## src/operand_address_pkg.sv

```systemverilog
// constants and types shared by the operand address generator
package operand_address_pkg;

	// =====================================================================
	// widths
	localparam int unsigned LONG_W     = 16;
	localparam int unsigned PHYS_W     = 18;
	localparam int unsigned OFFSET_W   = 14;
	localparam int unsigned PAGE_CNT   = 4;
	localparam int unsigned SEG_BITS   = 4;
	localparam int unsigned NOSEG_BITS = 2;

	// =====================================================================
	// short mode bases and ranges
	localparam logic [15:0] CONTROL_WORD_BASE = 16'hFE00;
	localparam logic [15:0] RAM_BIT_BASE      = 16'hFD00;
	localparam logic [15:0] CONTROL_BIT_BASE  = 16'hFF00;
	localparam logic [7:0]  BANK_SHORT_FIRST  = 8'hF0;
	localparam logic [7:0]  RAM_BIT_LAST      = 8'h7F;
	localparam logic [15:0] BYTE_STEP         = 16'h0001;
	localparam logic [15:0] WORD_STEP         = 16'h0002;

	// =====================================================================
	// operand modes offered by the decoder
	typedef enum logic [3:0] {
		MODE_WORD_REG,
		MODE_BYTE_REG,
		MODE_SHORT_DIRECT,
		MODE_BIT_WORD,
		MODE_BIT_SINGLE,
		MODE_LONG,
		MODE_IND,
		MODE_IND_LOW4,
		MODE_IND_PREDEC,
		MODE_IND_POSTINC,
		MODE_IND_OFFSET
	} operand_mode_type;

endpackage

```

## src/operand_address_generator.sv

```systemverilog
// operand address generator: short, long and indirect data addressing
`timescale 1ns/1ps

// Notes on behaviour
// - word register at base pointer plus twice field; byte register plus field.
// - short direct 00h..EFh addresses control word at FE00h plus twice value.
// - short direct byte operations reach only the control word's low byte.
// - short direct F0h..FFh uses low four bits as a bank register.
// - bit word offset 00h..7Fh addresses RAM at FD00h plus twice offset.
// - bit word offset 80h..EFh addresses control words at FF00h plus twice the offset's low seven bits.
// - bit word offset F0h..FFh addresses a bank word register via low bits.
// - single bit operand is eight-bit word offset plus four-bit bit index.
// - long address bits 13:0 are page offset, bits 15:14 pick a page pointer.
// - physical address is page pointer low four bits above the 14-bit offset.
// - segmentation off keeps segment 0, only two pointer bits count.
// - word access to odd long or indirect address traps instead of completing.
// - after reset page pointers map long addresses onto identical physical ones.
// - pointer location is base pointer plus twice field; contents form address.
// - restricted instructions select the pointer with a two-bit field.
// - indirect long addresses are translated through the page pointers.
// - pre-decrement lowers the pointer by one or two before addressing.
// - constant-offset mode adds a 16-bit constant to the pointer.
// - post-increment raises the pointer by one or two after addressing.
module operand_address_generator
	import operand_address_pkg::*;
#(
	parameter int unsigned PTR_W = 10
) (
	// clock and reset
	input  wire logic                   ref_clk_i,
	input  wire logic                   reset_n_i,
	// operand request from the decoder
	input  wire logic                   req_valid_i,
	input  wire operand_mode_type       req_mode_i,
	input  wire logic                   req_byte_i,
	input  wire logic [11:0]            req_field_i,
	input  wire logic [LONG_W-1:0]      req_long_i,
	input  wire logic [LONG_W-1:0]      req_pointer_i,
	input  wire logic [LONG_W-1:0]      bank_base_pointer_i,
	input  wire logic                   seg_disable_i,
	// page pointer update
	input  wire logic                   page_wr_i,
	input  wire logic [1:0]             page_wr_sel_i,
	input  wire logic [PTR_W-1:0]       page_wr_data_i,
	// result to the memory access path
	output logic                        addr_valid_o,
	output logic [PHYS_W-1:0]           addr_o,
	output logic                        addr_byte_o,
	output logic [3:0]                  bit_index_o,
	output logic                        trap_o,
	// pointer write back
	output logic                        wb_valid_o,
	output logic [LONG_W-1:0]           wb_addr_o,
	output logic [LONG_W-1:0]           wb_data_o
);

	// =====================================================================
	// parameter check
	if (PTR_W < SEG_BITS) begin : g_width_check
		$error("page pointer narrower than four bits");
	end

	// =====================================================================
	// page pointers
	logic [PTR_W-1:0] data_page_pointer [PAGE_CNT];

	always_ff @(posedge ref_clk_i or negedge reset_n_i) begin
		if (!reset_n_i) begin
			for (int i = 0; i < PAGE_CNT; i++) begin
				data_page_pointer[i] <= PTR_W'(i);
			end
		end else if (page_wr_i) begin
			data_page_pointer[page_wr_sel_i] <= page_wr_data_i;
		end
	end

	// =====================================================================
	// address forming
	logic [LONG_W-1:0] bank_word_addr;
	logic [LONG_W-1:0] ptr_loc;
	logic [LONG_W-1:0] step;
	logic [LONG_W-1:0] long_addr;
	logic [LONG_W-1:0] short_addr;
	logic [LONG_W-1:0] next_pointer;
	logic [PTR_W-1:0]  page_sel;
	logic [PHYS_W-1:0] phys_long;
	logic              is_long;
	logic              modifies;
	logic              odd_trap;
	logic [7:0]        field8;

	assign field8 = req_field_i[7:0];
	assign step   = req_byte_i ? BYTE_STEP : WORD_STEP;
	// bank word register from the low four bits
	assign bank_word_addr = bank_base_pointer_i + {11'h000, req_field_i[3:0], 1'b0};

	always_comb begin
		short_addr = '0;
		unique case (req_mode_i)
			MODE_WORD_REG: begin
				short_addr = bank_word_addr;
			end
			MODE_BYTE_REG: begin
				short_addr = bank_base_pointer_i + {12'h000, req_field_i[3:0]};
			end
			MODE_SHORT_DIRECT: begin
				if (field8 >= BANK_SHORT_FIRST) begin
					short_addr = req_byte_i ?
						bank_base_pointer_i + {12'h000, req_field_i[3:0]} : bank_word_addr;
				end else begin
					// even address: a byte access lands on the low byte only
					short_addr = CONTROL_WORD_BASE + {7'h00, field8, 1'b0};
				end
			end
			MODE_BIT_WORD, MODE_BIT_SINGLE: begin
				if (field8 <= RAM_BIT_LAST) begin
					short_addr = RAM_BIT_BASE + {7'h00, field8, 1'b0};
				end else if (field8 < BANK_SHORT_FIRST) begin
					short_addr = CONTROL_BIT_BASE + {8'h00, field8[6:0], 1'b0};
				end else begin
					short_addr = bank_word_addr;
				end
			end
			default: begin
				short_addr = '0;
			end
		endcase
	end

	// pointer location: two-bit field restricts to the first four registers
	always_comb begin
		if (req_mode_i == MODE_IND_LOW4) begin
			ptr_loc = bank_base_pointer_i + {13'h0000, req_field_i[1:0], 1'b0};
		end else begin
			ptr_loc = bank_word_addr;
		end
	end

	always_comb begin
		long_addr    = req_pointer_i;
		next_pointer = req_pointer_i;
		unique case (req_mode_i)
			MODE_LONG: begin
				long_addr = req_long_i;
			end
			MODE_IND_PREDEC: begin
				next_pointer = req_pointer_i - step;
				long_addr    = next_pointer;
			end
			MODE_IND_POSTINC: begin
				next_pointer = req_pointer_i + step;
			end
			MODE_IND_OFFSET: begin
				long_addr = req_pointer_i + req_long_i;
			end
			default: begin
				long_addr = req_pointer_i;
			end
		endcase
	end

	assign is_long  = req_mode_i inside {MODE_LONG, MODE_IND, MODE_IND_LOW4, MODE_IND_PREDEC,
		MODE_IND_POSTINC, MODE_IND_OFFSET};
	assign modifies = req_mode_i inside {MODE_IND_PREDEC, MODE_IND_POSTINC};
	assign odd_trap = is_long && !req_byte_i && long_addr[0];

	// page translation shared by long and indirect modes
	assign page_sel = data_page_pointer[long_addr[LONG_W-1:OFFSET_W]];
	always_comb begin
		if (seg_disable_i) begin
			phys_long = {2'b00, page_sel[NOSEG_BITS-1:0], long_addr[OFFSET_W-1:0]};
		end else begin
			phys_long = {page_sel[SEG_BITS-1:0], long_addr[OFFSET_W-1:0]};
		end
	end

	// =====================================================================
	// result registers
	always_ff @(posedge ref_clk_i or negedge reset_n_i) begin
		if (!reset_n_i) begin
			addr_valid_o <= 1'b0;
			trap_o       <= 1'b0;
		end else begin
			addr_valid_o <= req_valid_i && !odd_trap;
			trap_o       <= req_valid_i && odd_trap;
		end
	end

	always_ff @(posedge ref_clk_i or negedge reset_n_i) begin
		if (!reset_n_i) begin
			addr_o      <= '0;
			addr_byte_o <= 1'b0;
			bit_index_o <= '0;
		end else if (req_valid_i) begin
			addr_o      <= is_long ? phys_long : {2'b00, short_addr};
			addr_byte_o <= req_byte_i;
			bit_index_o <= (req_mode_i == MODE_BIT_SINGLE) ? req_field_i[11:8] : 4'h0;
		end
	end

	always_ff @(posedge ref_clk_i or negedge reset_n_i) begin
		if (!reset_n_i) begin
			wb_valid_o <= 1'b0;
			wb_addr_o  <= '0;
			wb_data_o  <= '0;
		end else begin
			wb_valid_o <= req_valid_i && modifies && !odd_trap;
			if (req_valid_i) begin
				wb_addr_o <= ptr_loc;
				wb_data_o <= next_pointer;
			end
		end
	end
endmodule

```

## config.mk

```make
export PLATFORM = sky130hd
export DESIGN_NAME = operand_address_generator
export DESIGN_NICKNAME = d
export VERILOG_FILES = /design/src/operand_address_pkg.sv /design/src/operand_address_generator.sv
export SDC_FILE = /design/constraint.sdc
export NUM_CORES = 1
export LEC_CHECK = 0
export BUFFER_PORTS_ARGS = -buffer_cell sky130_fd_sc_hd__buf_2
export CELL_PAD_IN_SITES_DETAIL_PLACEMENT = 1
export CELL_PAD_IN_SITES_GLOBAL_PLACEMENT = 2
export CORE_ASPECT_RATIO = 0.75
export CORE_MARGIN = 3
export CORE_UTILIZATION = 29
export DETAILED_ROUTE_END_ITERATION = 10
export PLACE_DENSITY = 0.75
export SLEW_MARGIN = 20
export SYNTH_ARGS = -nofsm -noshare
export SYNTH_HDL_FRONTEND = slang
export SYNTH_SLANG_ARGS = --single-unit
```

## constraint.sdc

```tcl
create_clock -name ref_clk_i -period 1.05 [get_ports ref_clk_i]
set_clock_uncertainty 0.15 [all_clocks]
set_input_delay 0.2625 -clock ref_clk_i [delete_from_list [all_inputs] [get_ports ref_clk_i]]
set_output_delay 0.2625 -clock ref_clk_i [all_outputs]
set_load 0.05 [all_outputs]
```

## Word level (Yosys, flattened, before mapping)

Index checks and enable logic that the tools add are counted.

| operators by class | value |
|---|---|
| bitwise logic cells | 2 |
| eq/ne operators | 10 |
| divide/modulo/power cells | 0 |
| shift operators | 0 |
| muxes and demuxes | 18 |
| add/sub/neg operators | 9 |
| magnitude comparators | 6 |
| reduce and logical (&&, ||, !) cells | 13 |
| $mul | 0 |

Operator list:

| kind | number |
|---|---|
| 16-bit 2-to-1 mux | 5 |
| 16-bit case mux with 4 select lines | 1 |
| 16-bit case mux with 3 select lines | 1 |
| 40-bit bitwise mux | 1 |
| 18-bit 2-to-1 mux | 2 |
| 16-bit case mux with 2 select lines | 1 |
| 10-bit binary-select mux with 2-bit select | 1 |
| 10-bit demux with 2-bit select | 1 |
| 16-bit adder | 1 |
| 16-bit by 2-bit adder with 16-bit output | 1 |
| 16-bit by 3-bit adder with 16-bit output | 1 |
| 16-bit by 4-bit adder with 16-bit output | 1 |
| 16-bit by 5-bit adder with 16-bit output | 1 |
| 4-bit by 3-bit == test with 1-bit output, second input constant | 4 |
| 16-bit by 2-bit subtractor with 16-bit output | 1 |
| 11-bit by 10-bit adder with 12-bit output, first input constant | 1 |
| 4-bit == test, second input constant | 3 |
| 4-bit 2-to-1 mux | 3 |
| 10-bit by 10-bit adder with 11-bit output, first input constant | 1 |
| 9-bit by 9-bit adder with 10-bit output, first input constant | 1 |
| 10-bit 2-to-1 mux | 1 |
| 4-bit by 2-bit == test with 1-bit output, second input constant | 2 |
| 8-bit greater-or-equal comparator, second input constant | 1 |
| 8-bit by 7-bit <= comparator with 1-bit output, second input constant | 1 |
| 12 further kinds | 21 |

| word-level totals | value |
|---|---|
| logic and storage cells | 70 |
| memories kept | 0 |
| bits in registers | 98 |
| input bits | 82 |
| bits in latches | 0 |
| memory bits (writable) | 0 |
| bits in read-only memories | 0 |
| output and inout bits | 58 |

## Depth between registers and ports, before layout

Gate-level depths: netlist of the first run.

| logic depth | value |
|---|---|
| depth in word-level cells | 9 |
| mapped depth | 12 |
| mapped depth without buffers | 12 |

## Least setup slack after synthesis of the first run

No wires, ideal clock.

| timing | value |
|---|---|
| path type | input to register |
| from | input req_pointer_i[0] |
| to | register addr_o[12] |
| arrival time | 2.492 ns |
| data required time | 0.774 ns |
| cell stages on the path | 12 |
| slack | -1.718 ns |
| library setup time | 0.126 ns |
| cells stage by stage | inv_1 > ha_1 > inv_1 > fa_1 > nor4_2 > nand2_1 > or4_1 > xor2_1 > nor2_1 > a221oi_1 > o21ai_0 > a221o_1 |

| between the ends | value |
|---|---|
| cells in the longest elaborated chain, start to end | 4 |

Ends and longest elaborated chain:

| element | line | source |
|---|---|---|
| start: declaration | operand_address_generator.sv:38 | `input wire logic [LONG_W-1:0] req_pointer_i,` |
| 16-bit adder / 16-bit by 2-bit subtractor with 16-bit output (equally long branches) | operand_address_generator.sv:154, operand_address_generator.sv:147 |  |
| 16-bit case mux with 3 select lines (*) | operand_address_generator.sv:142 | `unique case (req_mode_i)` |
| 18-bit 2-to-1 mux (*) | operand_address_generator.sv:170 | `if (seg_disable_i) begin` |
| 18-bit 2-to-1 mux (*) | operand_address_generator.sv:195 | `addr_o <= is_long ? phys_long : {2'b00, short_addr};` |
| end signal: assignment | operand_address_generator.sv:195 |  |
| end: declaration | operand_address_generator.sv:47 | `output logic [PHYS_W-1:0] addr_o,` |

Every way passes the cells marked *; elsewhere a longest branch is shown, timed or not.
A chain may end at the register's enable or synchronous reset.

## Worst setup path after layout of the first run

| timing | value |
|---|---|
| from | input req_pointer_i[0] |
| to | register addr_o[4] |

Same word-level chain as after synthesis.

==> results.json, run 1 <==
{
  "hold_violations": 0,
  "gp_congestion": 0.887,
  "die_area_um2": 23500,
  "cellLeakagePower_nw": 5.36,
  "cts_buffers": 9,
  "grt_overflow_total": 0,
  "die_y_um": 133,
  "area_growth_pct": 95.7,
  "avgSynthCellArea_um2": 8.30,
  "finalMaxSlewViolations": 0,
  "use_met2": 0.439,
  "io_pins": 140,
  "wl_per_cell_um": 23.4,
  "critPathTopFamily": "compound AO/OA/AOI/OAI gates",
  "antenna_found_initial": 0,
  "n_antenna_cell": 0,
  "r2r_end": "addr_o[15]",
  "finalCritPeriodShare": 2.57,
  "vias": 8191,
  "maxCapViolCount": 0,
  "p_per_area_nw_per_um2": 1070,
  "dr.pass1.iters": 5,
  "startpoint_type": "primary input",
  "groute.layer.met1.usage": 0.346,
  "grt_pass1_vias": 8393,
  "violations": "negative setup slack",
  "max_freq_mhz": 371,
  "routed_via_density": 5.49,
  "numPortBuffers": 133,
  "path_max_fanout": 3,
  "drt_iter0_drc": 516,
  "drcViolationCount": 0,
  "hpwl_um": 21400,
  "critPathSlowestCell": "a222oi_1",
  "yosysMostFrequentCell": "nor2_1",
  "synthTopCellsByArea": "dfrtp_1, a21oi_1, ha_1",
  "ff2ff_path_depth": 3,
  "cts_tree": "done",
  "clock_latency_ns": 0.34,
  "hold_slack_ns": 0.0538,
  "netlist_area_um2": 6280,
  "rows": 45,
  "htree_levels": 3,
  "critPathKind": "in2reg",
  "initial_core_util": 0.303,
  "crit_path_end_kind": "flop",
  "yosysUniqueCellTypes": 74,
  "hold_path_class": "in2reg",
  "use_met3": 0.0467,
  "max_stage_delay_ns": 0.40,
  "yosys_warnings": 0,
  "r2r_start": "data_page_pointer[11]",
  "fp.coreArea_um2": 20700,
  "ant_nets": 0,
  "dp_cells": 1384,
  "setup_ws_ns": -1.65,
  "yosysTopAreaCell": "dfrtp_1",
  "fin_nets": 1318,
  "wirelength_um": 34900,
  "outcome": "finished, violations left",
  "fillers": 2346,
  "whs_path_depth": 2,
  "worstHoldEndpoint": "data_page_pointer[20]",
  "cts-root-buf": "clkbuf_16",
  "yosysTopAreaCellShare": 0.279,
  "grt_pass1_wl_um": 48000,
  "worst-r2r-setup-slack_ns": -0.16,
  "worstPathArrival_ns": 2.75,
  "grt_setup_unrepaired": "yes",
  "holdCritStartpoint": "page_wr_data_i[0]",
  "grt_max_degree": 47,
  "cts_max_path_buffers": 2,
  "grt_most_used_layer": "met2",
  "syn_inst": 757,
  "finalSetupViolations": 115,
  "dpl-instance-area_um2": 9520,
  "ys_seq_elements": 74,
  "worst_pin_slew_ns": 0.480,
  "vdd_ir_drop_max_v": 0.000697,
  "syn_nets": 871,
  "seq_area_frac_synth": 0.296,
  "ys.flop_type": "dfrtp_1",
  "async_flop_share": 1.00,
  "cp_cell_sequence": "buf_12 -> inv_12 -> ha_4 -> inv_2 -> fa_2 -> buf_4 -> buf_6 -> nor3_4 -> buf_6 -> o21ai_1 -> a222oi_1 -> buf_4 -> o32ai_1 -> a221oi_1 -> a31oi_1",
  "clock_sinks": 74,
  "synthTopCellsByCount": "nor2_1, a21oi_1, dfrtp_1",
  "clk_pin_slew_ns": 0.06,
  "final_area_um2": 12300,
  "finalSetupTns_ns": -64.92,
  "final_cell_count_no_fill": 1491,
  "grt_use_total": 0.258,
  "synth_edf_count": 0,
  "drive_above_1_share": 0.607,
  "path_buf_inv": 7,
  "die_w_um": 176,
  "required_ns": 1.10,
  "finalPower_mw": 13.1,
  "slew_headroom": 0.679,
  "period_needed_ns": 2.70
}
## cells by family after synthesis
kind of cell	share of synthesized area
XOR/XNOR	0.0809
adder cells (fa/ha/maj)	0.0697
AND/OR/NAND/NOR	0.195
AO/OA/AOI/OAI	0.264
flip-flops	0.296
multiplexers	0.0522
buffers and inverters	0.0428
## how the worst max path moves through the flow
stage / from / endpoint / slack (ns) / cells past startpoint
6_report: req_pointer_i[0] / addr_o[4] / -1.65 / 15
3_3_place_gp: req_pointer_i[0] / addr_o[12] / -1.93 / 13
3_5_place_dp: req_pointer_i[0] / addr_o[12] / -2.00 / 13
5_1_grt: req_pointer_i[0] / addr_o[4] / -1.63 / 15
4_1_cts: req_pointer_i[0] / addr_o[15] / -1.43 / 12
2_1_floorplan: req_pointer_i[0] / addr_o[12] / -1.54 / 12
## metal layers
| layer | vias up | routed length, µm |
|---|---|---|
| met5 | - | 0 |
| met4 | 0 | 833 |
| met3 | 69 | 1780 |
| met2 | 281 | 17200 |
| met1 | 4152 | 15100 |
| li1 | 3689 | - |
## placed cells by master (no fill, tap or decap), types with 6 or more instances in the layout
cell | synthesis | routed
nor3_1 | 16 | 8
buf_12 | 0 | 13
a21oi_1 | 77 | 46
ha_1 | 27 | 11
clkbuf_16 | 0 | 10
o211ai_1 | 9 | 9
xnor2_1 | 26 | 18
o22ai_1 | 6 | 6
o221ai_1 | 10 | 6
buf_8 | 0 | 11
a221oi_2 | 0 | 13
nor4_4 | 1 | 7
nor2_2 | 2 | 6
o21ai_1 | 3 | 15
a21oi_2 | 1 | 24
buf_4 | 1 | 283
ha_4 | 0 | 15
buf_2 | 13 | 63
nand3_1 | 22 | 16
nand2_1 | 69 | 52
nor3_2 | 2 | 7
xnor2_2 | 0 | 7
a21oi_4 | 1 | 9
nand2_2 | 0 | 11
nor2_4 | 0 | 10
xor2_1 | 32 | 31
a31oi_1 | 10 | 7
mux2_2 | 22 | 13
nand2b_4 | 0 | 6
dfrtp_1 | 70 | 65
o21ai_2 | 2 | 11
buf_6 | 1 | 102
inv_1 | 19 | 13
a21o_1 | 9 | 8
nor2_1 | 84 | 70
a222oi_1 | 7 | 7
mux2_4 | 0 | 9
o21ai_0 | 44 | 20
## power breakdown
| part | internal [mW] | total, mW | switching, mW |
|---|---|---|---|
| clock | 1.94 | 3.39 | 1.45 |
| sequential | 3.24 | 3.56 | 0.325 |
| combinational | 2.84 | 6.17 | 3.33 |
## through the flow
stage,worst slack (ns),util
after detailed placement,-2.00,0.459
after global routing,-1.63,0.593
after CTS,-1.43,0.555
after global placement,-1.93,0.459
after floorplan,-1.54,-
final,-1.65,0.593
## worst reg2reg max path, stage by stage (launching register included)
cell	delay, ns
dfstp_2	0.55
o21ai_0	0.11
a21bo_2	0.22
o211ai_1	0.09
## timing repair
action | CTS | global route
hold endpoints to repair | 76 | 0
gates resized for setup | 319 | 99
pin swaps | 79 | 66
hold buffers | 4 | 0
setup buffers | 54 | 48
cloned | 0 | 1
endpoints found under the setup margin | 113 | 116
## cell type report
cell class,instances,area (µm²),share of cell area
Sequential cell,74,1860,0.152
Tap cell,282,353,0.0287
Timing Repair Buffer,478,4110,0.334
Multi-Input combinational cell,619,5540,0.451
Clock buffer,10,239,0.0194
Clock inverter,6,71.3,0.00580
Inverter,22,115,0.00937
## sequential cells by signal (all words and copies together), names as in the netlist
name	cells
wb_data_o	16
trap_o	1
data_page_pointer	16
addr_o	18
addr_byte_o	1
bit_index_o	4
wb_addr_o	16
wb_valid_o	1
addr_valid_o	1
Note: power is estimated with default switching activity, not from simulation.
==> inputs of run 2 (changes only) <==
--- a/config.mk
+++ b/config.mk
@@ -13,6 +13,7 @@
 export CORE_UTILIZATION = 29
 export DETAILED_ROUTE_END_ITERATION = 10
 export PLACE_DENSITY = 0.75
+export SETUP_SLACK_MARGIN = 0.02
 export SLEW_MARGIN = 20
 export SYNTH_ARGS = -nofsm -noshare
 export SYNTH_HDL_FRONTEND = slang
==> run 2 against run 1 <==
Compared with the run above:
- the flow still finishes with violations (negative setup slack)
- non-clock buffer count down 19
- worst setup slack better by 0.13 ns
- fmax up 4.9%
- global-route usage down 0.22 points
- sequential cell count unchanged
- combinational power about the same
- register-to-register slack worse by 0.10 ns
- sequential share of layout area about the same
- design area down 0.35%
- count of clock-buffer cells in the layout unchanged
- largest power group unchanged
==> results.json, run 2 (same netlist as run 1, synthesis figures left out) <==
{
  "ant_nets": 0,
  "worstPathArrival_ns": 2.66,
  "cellLeakagePower_nw": 5.27,
  "dpl-instance-area_um2": 9480,
  "cts-root-buf": "clkbuf_16",
  "finalMaxSlewViolations": 0,
  "cp_cell_sequence": "buf_12 -> inv_12 -> ha_4 -> inv_2 -> fa_2 -> nor4_4 -> nand2_2 -> or4_4 -> xor2_1 -> nor2_1 -> a221oi_2 -> o21ai_1 -> a221o_1",
  "drive_above_1_share": 0.607,
  "routed_via_density": 5.48,
  "finalSetupTns_ns": -64.56,
  "cts_buffers": 9,
  "violations": "negative setup slack",
  "n_antenna_cell": 0,
  "finalPower_mw": 13.3,
  "top_register": "addr_o",
  "vias": 8068,
  "initial_core_util": 0.303,
  "fillers": 2329,
  "hold_path_class": "in2reg",
  "cts_tree": "done",
  "clock_sinks": 74,
  "grt_setup_unrepaired": "yes",
  "clk_pin_slew_ns": 0.06,
  "wirelength_um": 33700,
  "path_max_fanout": 2,
  "finalCritPeriodShare": 2.45,
  "dp_cells": 1376,
  "p_per_area_nw_per_um2": 1080,
  "hold_violations": 0,
  "grt_max_degree": 27,
  "finalSetupViolations": 115,
  "die_area_um2": 23500,
  "hpwl_um": 21600,
  "setup_ws_ns": -1.52,
  "htree_levels": 3,
  "final_cell_count_no_fill": 1472,
  "grt_pass1_wl_um": 47200,
  "period_needed_ns": 2.57,
  "die_w_um": 176,
  "largest_register_ffs": 18,
  "slew_headroom": 0.702,
  "io_pins": 140,
  "drcViolationCount": 0,
  "startpoint_type": "primary input",
  "final_area_um2": 12200,
  "layout_commonest_cell": "buf_4",
  "wl_per_cell_um": 22.9,
  "worst_pin_slew_ns": 0.443,
  "required_ns": 1.14,
  "numPortBuffers": 133,
  "critPathKind": "in2reg",
  "cts_max_path_buffers": 2,
  "dr.pass1.iters": 5,
  "antenna_found_initial": 0,
  "area_growth_pct": 95.0,
  "outcome": "finished, violations left",
  "max_stage_delay_ns": 0.44,
  "mostFrequentLayoutCells": "buf_4, buf_6, nor2_1",
  "critPathSlowestCell": "or4_4",
  "vdd_ir_drop_max_v": 0.000703,
  "crit_path_end_kind": "flop",
  "grt_pass1_vias": 8372,
  "fin_nets": 1299,
  "grt_overflow_total": 0,
  "maxCapViolCount": 0,
  "drt_iter0_drc": 485,
  "fp.coreArea_um2": 20700,
  "rows": 45,
  "post-place-ws_ns": -2.03,
  "critPathTopFamily": "simple AND/OR/NAND/NOR gates",
  "clock_latency_ns": 0.35,
  "die_y_um": 133,
  "max_freq_mhz": 389,
  "path_buf_inv": 3,
  "gp_congestion": 0.884,
  "grt_use_total": 0.256
}
run 2: cell count changes in the layout (fill, tap and decap cells not counted), moves of 3 or more:
cell,before,now
nand2_4,4,1
xor2_1,31,27
buf_4,283,264
xor2_2,1,5
buf_12,13,16
run 2: final timing paths:
check | end | slack (ns) | startpoint | depth (start not counted)
max | addr_o[12] | -1.52 | req_pointer_i[0] | 13
min | data_page_pointer[31] | 0.04 | page_wr_data_i[1] | 2
max reg2reg | addr_o[6] | -0.26 | addr_o[6] | 3
min reg2reg | data_page_pointer[22] | 0.36 | data_page_pointer[22] | 1
max in group asynchronous | data_page_pointer[0] | 0.11 | reset_n_i | 3
min in group asynchronous | wb_data_o[0] | 0.15 | reset_n_i | 2
run 2: power by group:
part | internal [mW] | switching, mW
logic | 2.86 | 3.31
registers | 3.23 | 0.332
clock network | 2.10 | 1.42
total | 8.19 | 5.07
run 2: per-stage QoR:
step / hold slack, ns / utilization
4_1_cts: 0.00224 / 0.545
2_1_floorplan: -0.183 / -
3_3_place_gp: -0.0204 / 0.457
6_report: 0.0428 / 0.591
5_1_grt: 0.0405 / 0.591
3_5_place_dp: -0.0201 / 0.457
run 2: cell type report:
class	instances	area, µm²	area share
Clock buffer	10	229	0.0187
Multi-Input combinational cell	619	5640	0.461
Clock inverter	6	90.1	0.00736
Tap cell	282	353	0.0288
Inverter	22	115	0.00940
Sequential cell	74	1860	0.152
Timing Repair Buffer	459	3960	0.323
run 2: what timing repair did:
item / CTS / global route
resized for setup: 283 / 136
cloned: 0 / 1
hold buffers: 3 / 0
pin swaps: 100 / 87
setup endpoints to repair: 113 / 115
setup buffers: 49 / 35
hold endpoints to repair: 72 / 0
run 2: metal layers:
| layer | share of wire | up-vias | track usage | wire, µm |
|---|---|---|---|---|
| li1 | - | 3649 | - | - |
| met1 | 0.43 | 4073 | 0.353 | 14600 |
| met2 | 0.49 | 273 | 0.420 | 16400 |
| met3 | 0.048 | 73 | 0.0413 | 1620 |
| met4 | 0.031 | 0 | 0.0637 | 1050 |
| met5 | 0 | - | 0 | 0 |
==> inputs of run 3 (changes only) <==
--- a/config.mk
+++ b/config.mk
@@ -10,9 +10,9 @@
 export CELL_PAD_IN_SITES_GLOBAL_PLACEMENT = 2
 export CORE_ASPECT_RATIO = 0.75
 export CORE_MARGIN = 3
-export CORE_UTILIZATION = 29
+export CORE_UTILIZATION = 32
 export DETAILED_ROUTE_END_ITERATION = 10
-export PLACE_DENSITY = 0.75
+export PLACE_DENSITY = 0.79
 export SETUP_SLACK_MARGIN = 0.02
 export SLEW_MARGIN = 20
 export SYNTH_ARGS = -nofsm -noshare
==> constraint.sdc (replaced) <==
create_clock -name ref_clk_i -period 2.4 [get_ports ref_clk_i]
set_clock_uncertainty 0.15 [all_clocks]
set_input_delay 0.6 -clock ref_clk_i [delete_from_list [all_inputs] [get_ports ref_clk_i]]
set_output_delay 0.6 -clock ref_clk_i [all_outputs]
set_load 0.05 [all_outputs]
==> run 3 against run 2 <==
Compared with the run above:
- the flow still finishes with violations (negative setup slack)
- largest power group unchanged
- cell count fell by 6.8%
- critical path type unchanged
- die area fell by 9.0%
- clock power fell by 56%
- worst hold slack improved by 0.044 ns
==> results.json, run 3 (same netlist as run 1, synthesis figures left out) <==
{
  "finalCritPeriodShare": 1.24,
  "clock_sinks": 74,
  "ant_nets": 0,
  "final_area_um2": 10400,
  "p_per_area_nw_per_um2": 507,
  "die_y_um": 127,
  "layout_commonest_cell": "buf_4",
  "final-seq-area_um2": 1860,
  "required_ns": 2.49,
  "dpl-instance-area_um2": 8910,
  "antenna_found_initial": 0,
  "worst_pin_slew_ns": 0.770,
  "gp_congestion": 0.933,
  "groute.layer.met1.usage": 0.358,
  "worstPathArrival_ns": 3.07,
  "finalSetupViolations": 23,
  "path_buf_inv": 3,
  "grt_setup_unrepaired": "yes",
  "use_met3": 0.0492,
  "period_needed_ns": 2.98,
  "setup_ws_ns": -0.582,
  "use_met2": 0.446,
  "max_stage_delay_ns": 0.43,
  "io_pins": 140,
  "finalSetupTns_ns": -6.65,
  "hold_violations": 0,
  "worst-r2r-setup-slack_ns": 1.23,
  "grt_use_total": 0.267,
  "numPortBuffers": 133,
  "top_register": "addr_o",
  "violations": "negative setup slack",
  "rows": 43,
  "die_w_um": 168,
  "fp.coreArea_um2": 18900,
  "grt_pass1_wl_um": 45000,
  "drcViolationCount": 0,
  "startpoint_type": "primary input",
  "wl_per_cell_um": 22.4,
  "fillers": 2223,
  "final_util": 0.551,
  "hpwl_um": 21900,
  "initial_core_util": 0.333,
  "hold_path_class": "in2async",
  "n_antenna_cell": 0,
  "clock_latency_ns": 0.36,
  "routed_via_density": 5.62,
  "cts-root-buf": "clkbuf_16",
  "critPathTopFamily": "simple AND/OR/NAND/NOR gates",
  "cp_cell_sequence": "buf_12 -> inv_12 -> ha_4 -> inv_2 -> fa_2 -> nor4_4 -> nand2_2 -> or4_4 -> xor2_1 -> nor2_1 -> a221oi_2 -> o21ai_1 -> a221o_1",
  "cts_buffers": 9,
  "critPathKind": "in2reg",
  "outcome": "finished, violations left",
  "die_area_um2": 21400,
  "post-place-ws_ns": -0.966,
  "cellLeakagePower_nw": 4.55,
  "finalMaxSlewViolations": 0,
  "fin_nets": 1234,
  "dr.pass1.iters": 5,
  "multiInputGateArea_um2": 5020,
  "clk_pin_slew_ns": 0.07,
  "htree_levels": 3,
  "area_growth_pct": 65.6,
  "largest_register_ffs": 18,
  "path_max_fanout": 2,
  "maxCapViolCount": 0,
  "slew_headroom": 0.487,
  "grt_pass1_vias": 8073,
  "cts_tree": "done",
  "drt_iter0_drc": 528,
  "mostFrequentLayoutCells": "buf_4, buf_2, nor2_1",
  "vias": 7713,
  "grt_overflow_total": 0,
  "grt_max_degree": 43,
  "drive_above_1_share": 0.518,
  "vdd_ir_drop_max_v": 0.000385,
  "finalPower_mw": 5.27,
  "cts_max_path_buffers": 2,
  "max_freq_mhz": 335,
  "grt_most_used_layer": "met2",
  "critPathSlowestCell": "or4_4",
  "wirelength_um": 30700,
  "crit_path_end_kind": "flop"
}
==> run 3: changes by cell type in the layout (fill, tap and decap cells not counted), sizes merged <==
cell / change
buf: -62
dlygate4sd3: -3
inv: -1
clkinv: +1
==> run 3: final cells by class <==
| type | count | share of cell area |
|---|---|---|
| clock buffer | 10 | 0.0220 |
| clock inverter | 6 | 0.00866 |
| inverter | 22 | 0.00951 |
| multi-input combinational | 619 | 0.483 |
| sequential | 74 | 0.179 |
| tap | 247 | 0.0297 |
| timing repair buffer | 394 | 0.268 |
==> run 3: path summary, 6_finish.rpt <==
| check | from | to | depth (start not counted) |
|---|---|---|---|
| setup / recovery | req_pointer_i[0] | addr_o[12] | 13 |
| setup reg to reg | data_page_pointer[11] | addr_o[15] | 3 |
| min in group ref_clk_i | req_field_i[10] | bit_index_o[2] | 3 |
| hold / removal | reset_n_i | bit_index_o[3] | 1 |
| max in group asynchronous | reset_n_i | wb_addr_o[13] | 2 |
| hold reg to reg | bit_index_o[3] | bit_index_o[3] | 1 |
==> run 3: per-layer routing <==
layer / part of all wire / up-vias
li1: - / 3531
met1: 0.43 / 3833
met2: 0.49 / 291
met3: 0.058 / 58
met4: 0.024 / 0
met5: 0 / -
==> run 3: power by group <==
| group | internal, mW | total [mW] | switching (mW) |
|---|---|---|---|
| Clock | 0.917 | 1.55 | 0.637 |
| Sequential | 1.41 | 1.53 | 0.121 |
| Combinational | 0.875 | 2.18 | 1.31 |
==> run 3: per-stage QoR <==
stage / hold WS (ns) / instances
floorplan: 0.154 / 757
global placement: 0.334 / 1313
detailed placement: 0.332 / 1313
CTS: 0.0888 / 1357
global route: 0.114 / 1372
finish: 0.0870 / 1372
==> run 3: repair_timing <==
item                                    4_1_cts  5_1_grt
pin swaps                                    61       61
buffers inserted                             31       24
cloned                                        0        0
endpoints found under the setup margin       29       37
hold buffers                                  0        0
resized for setup                           104       83
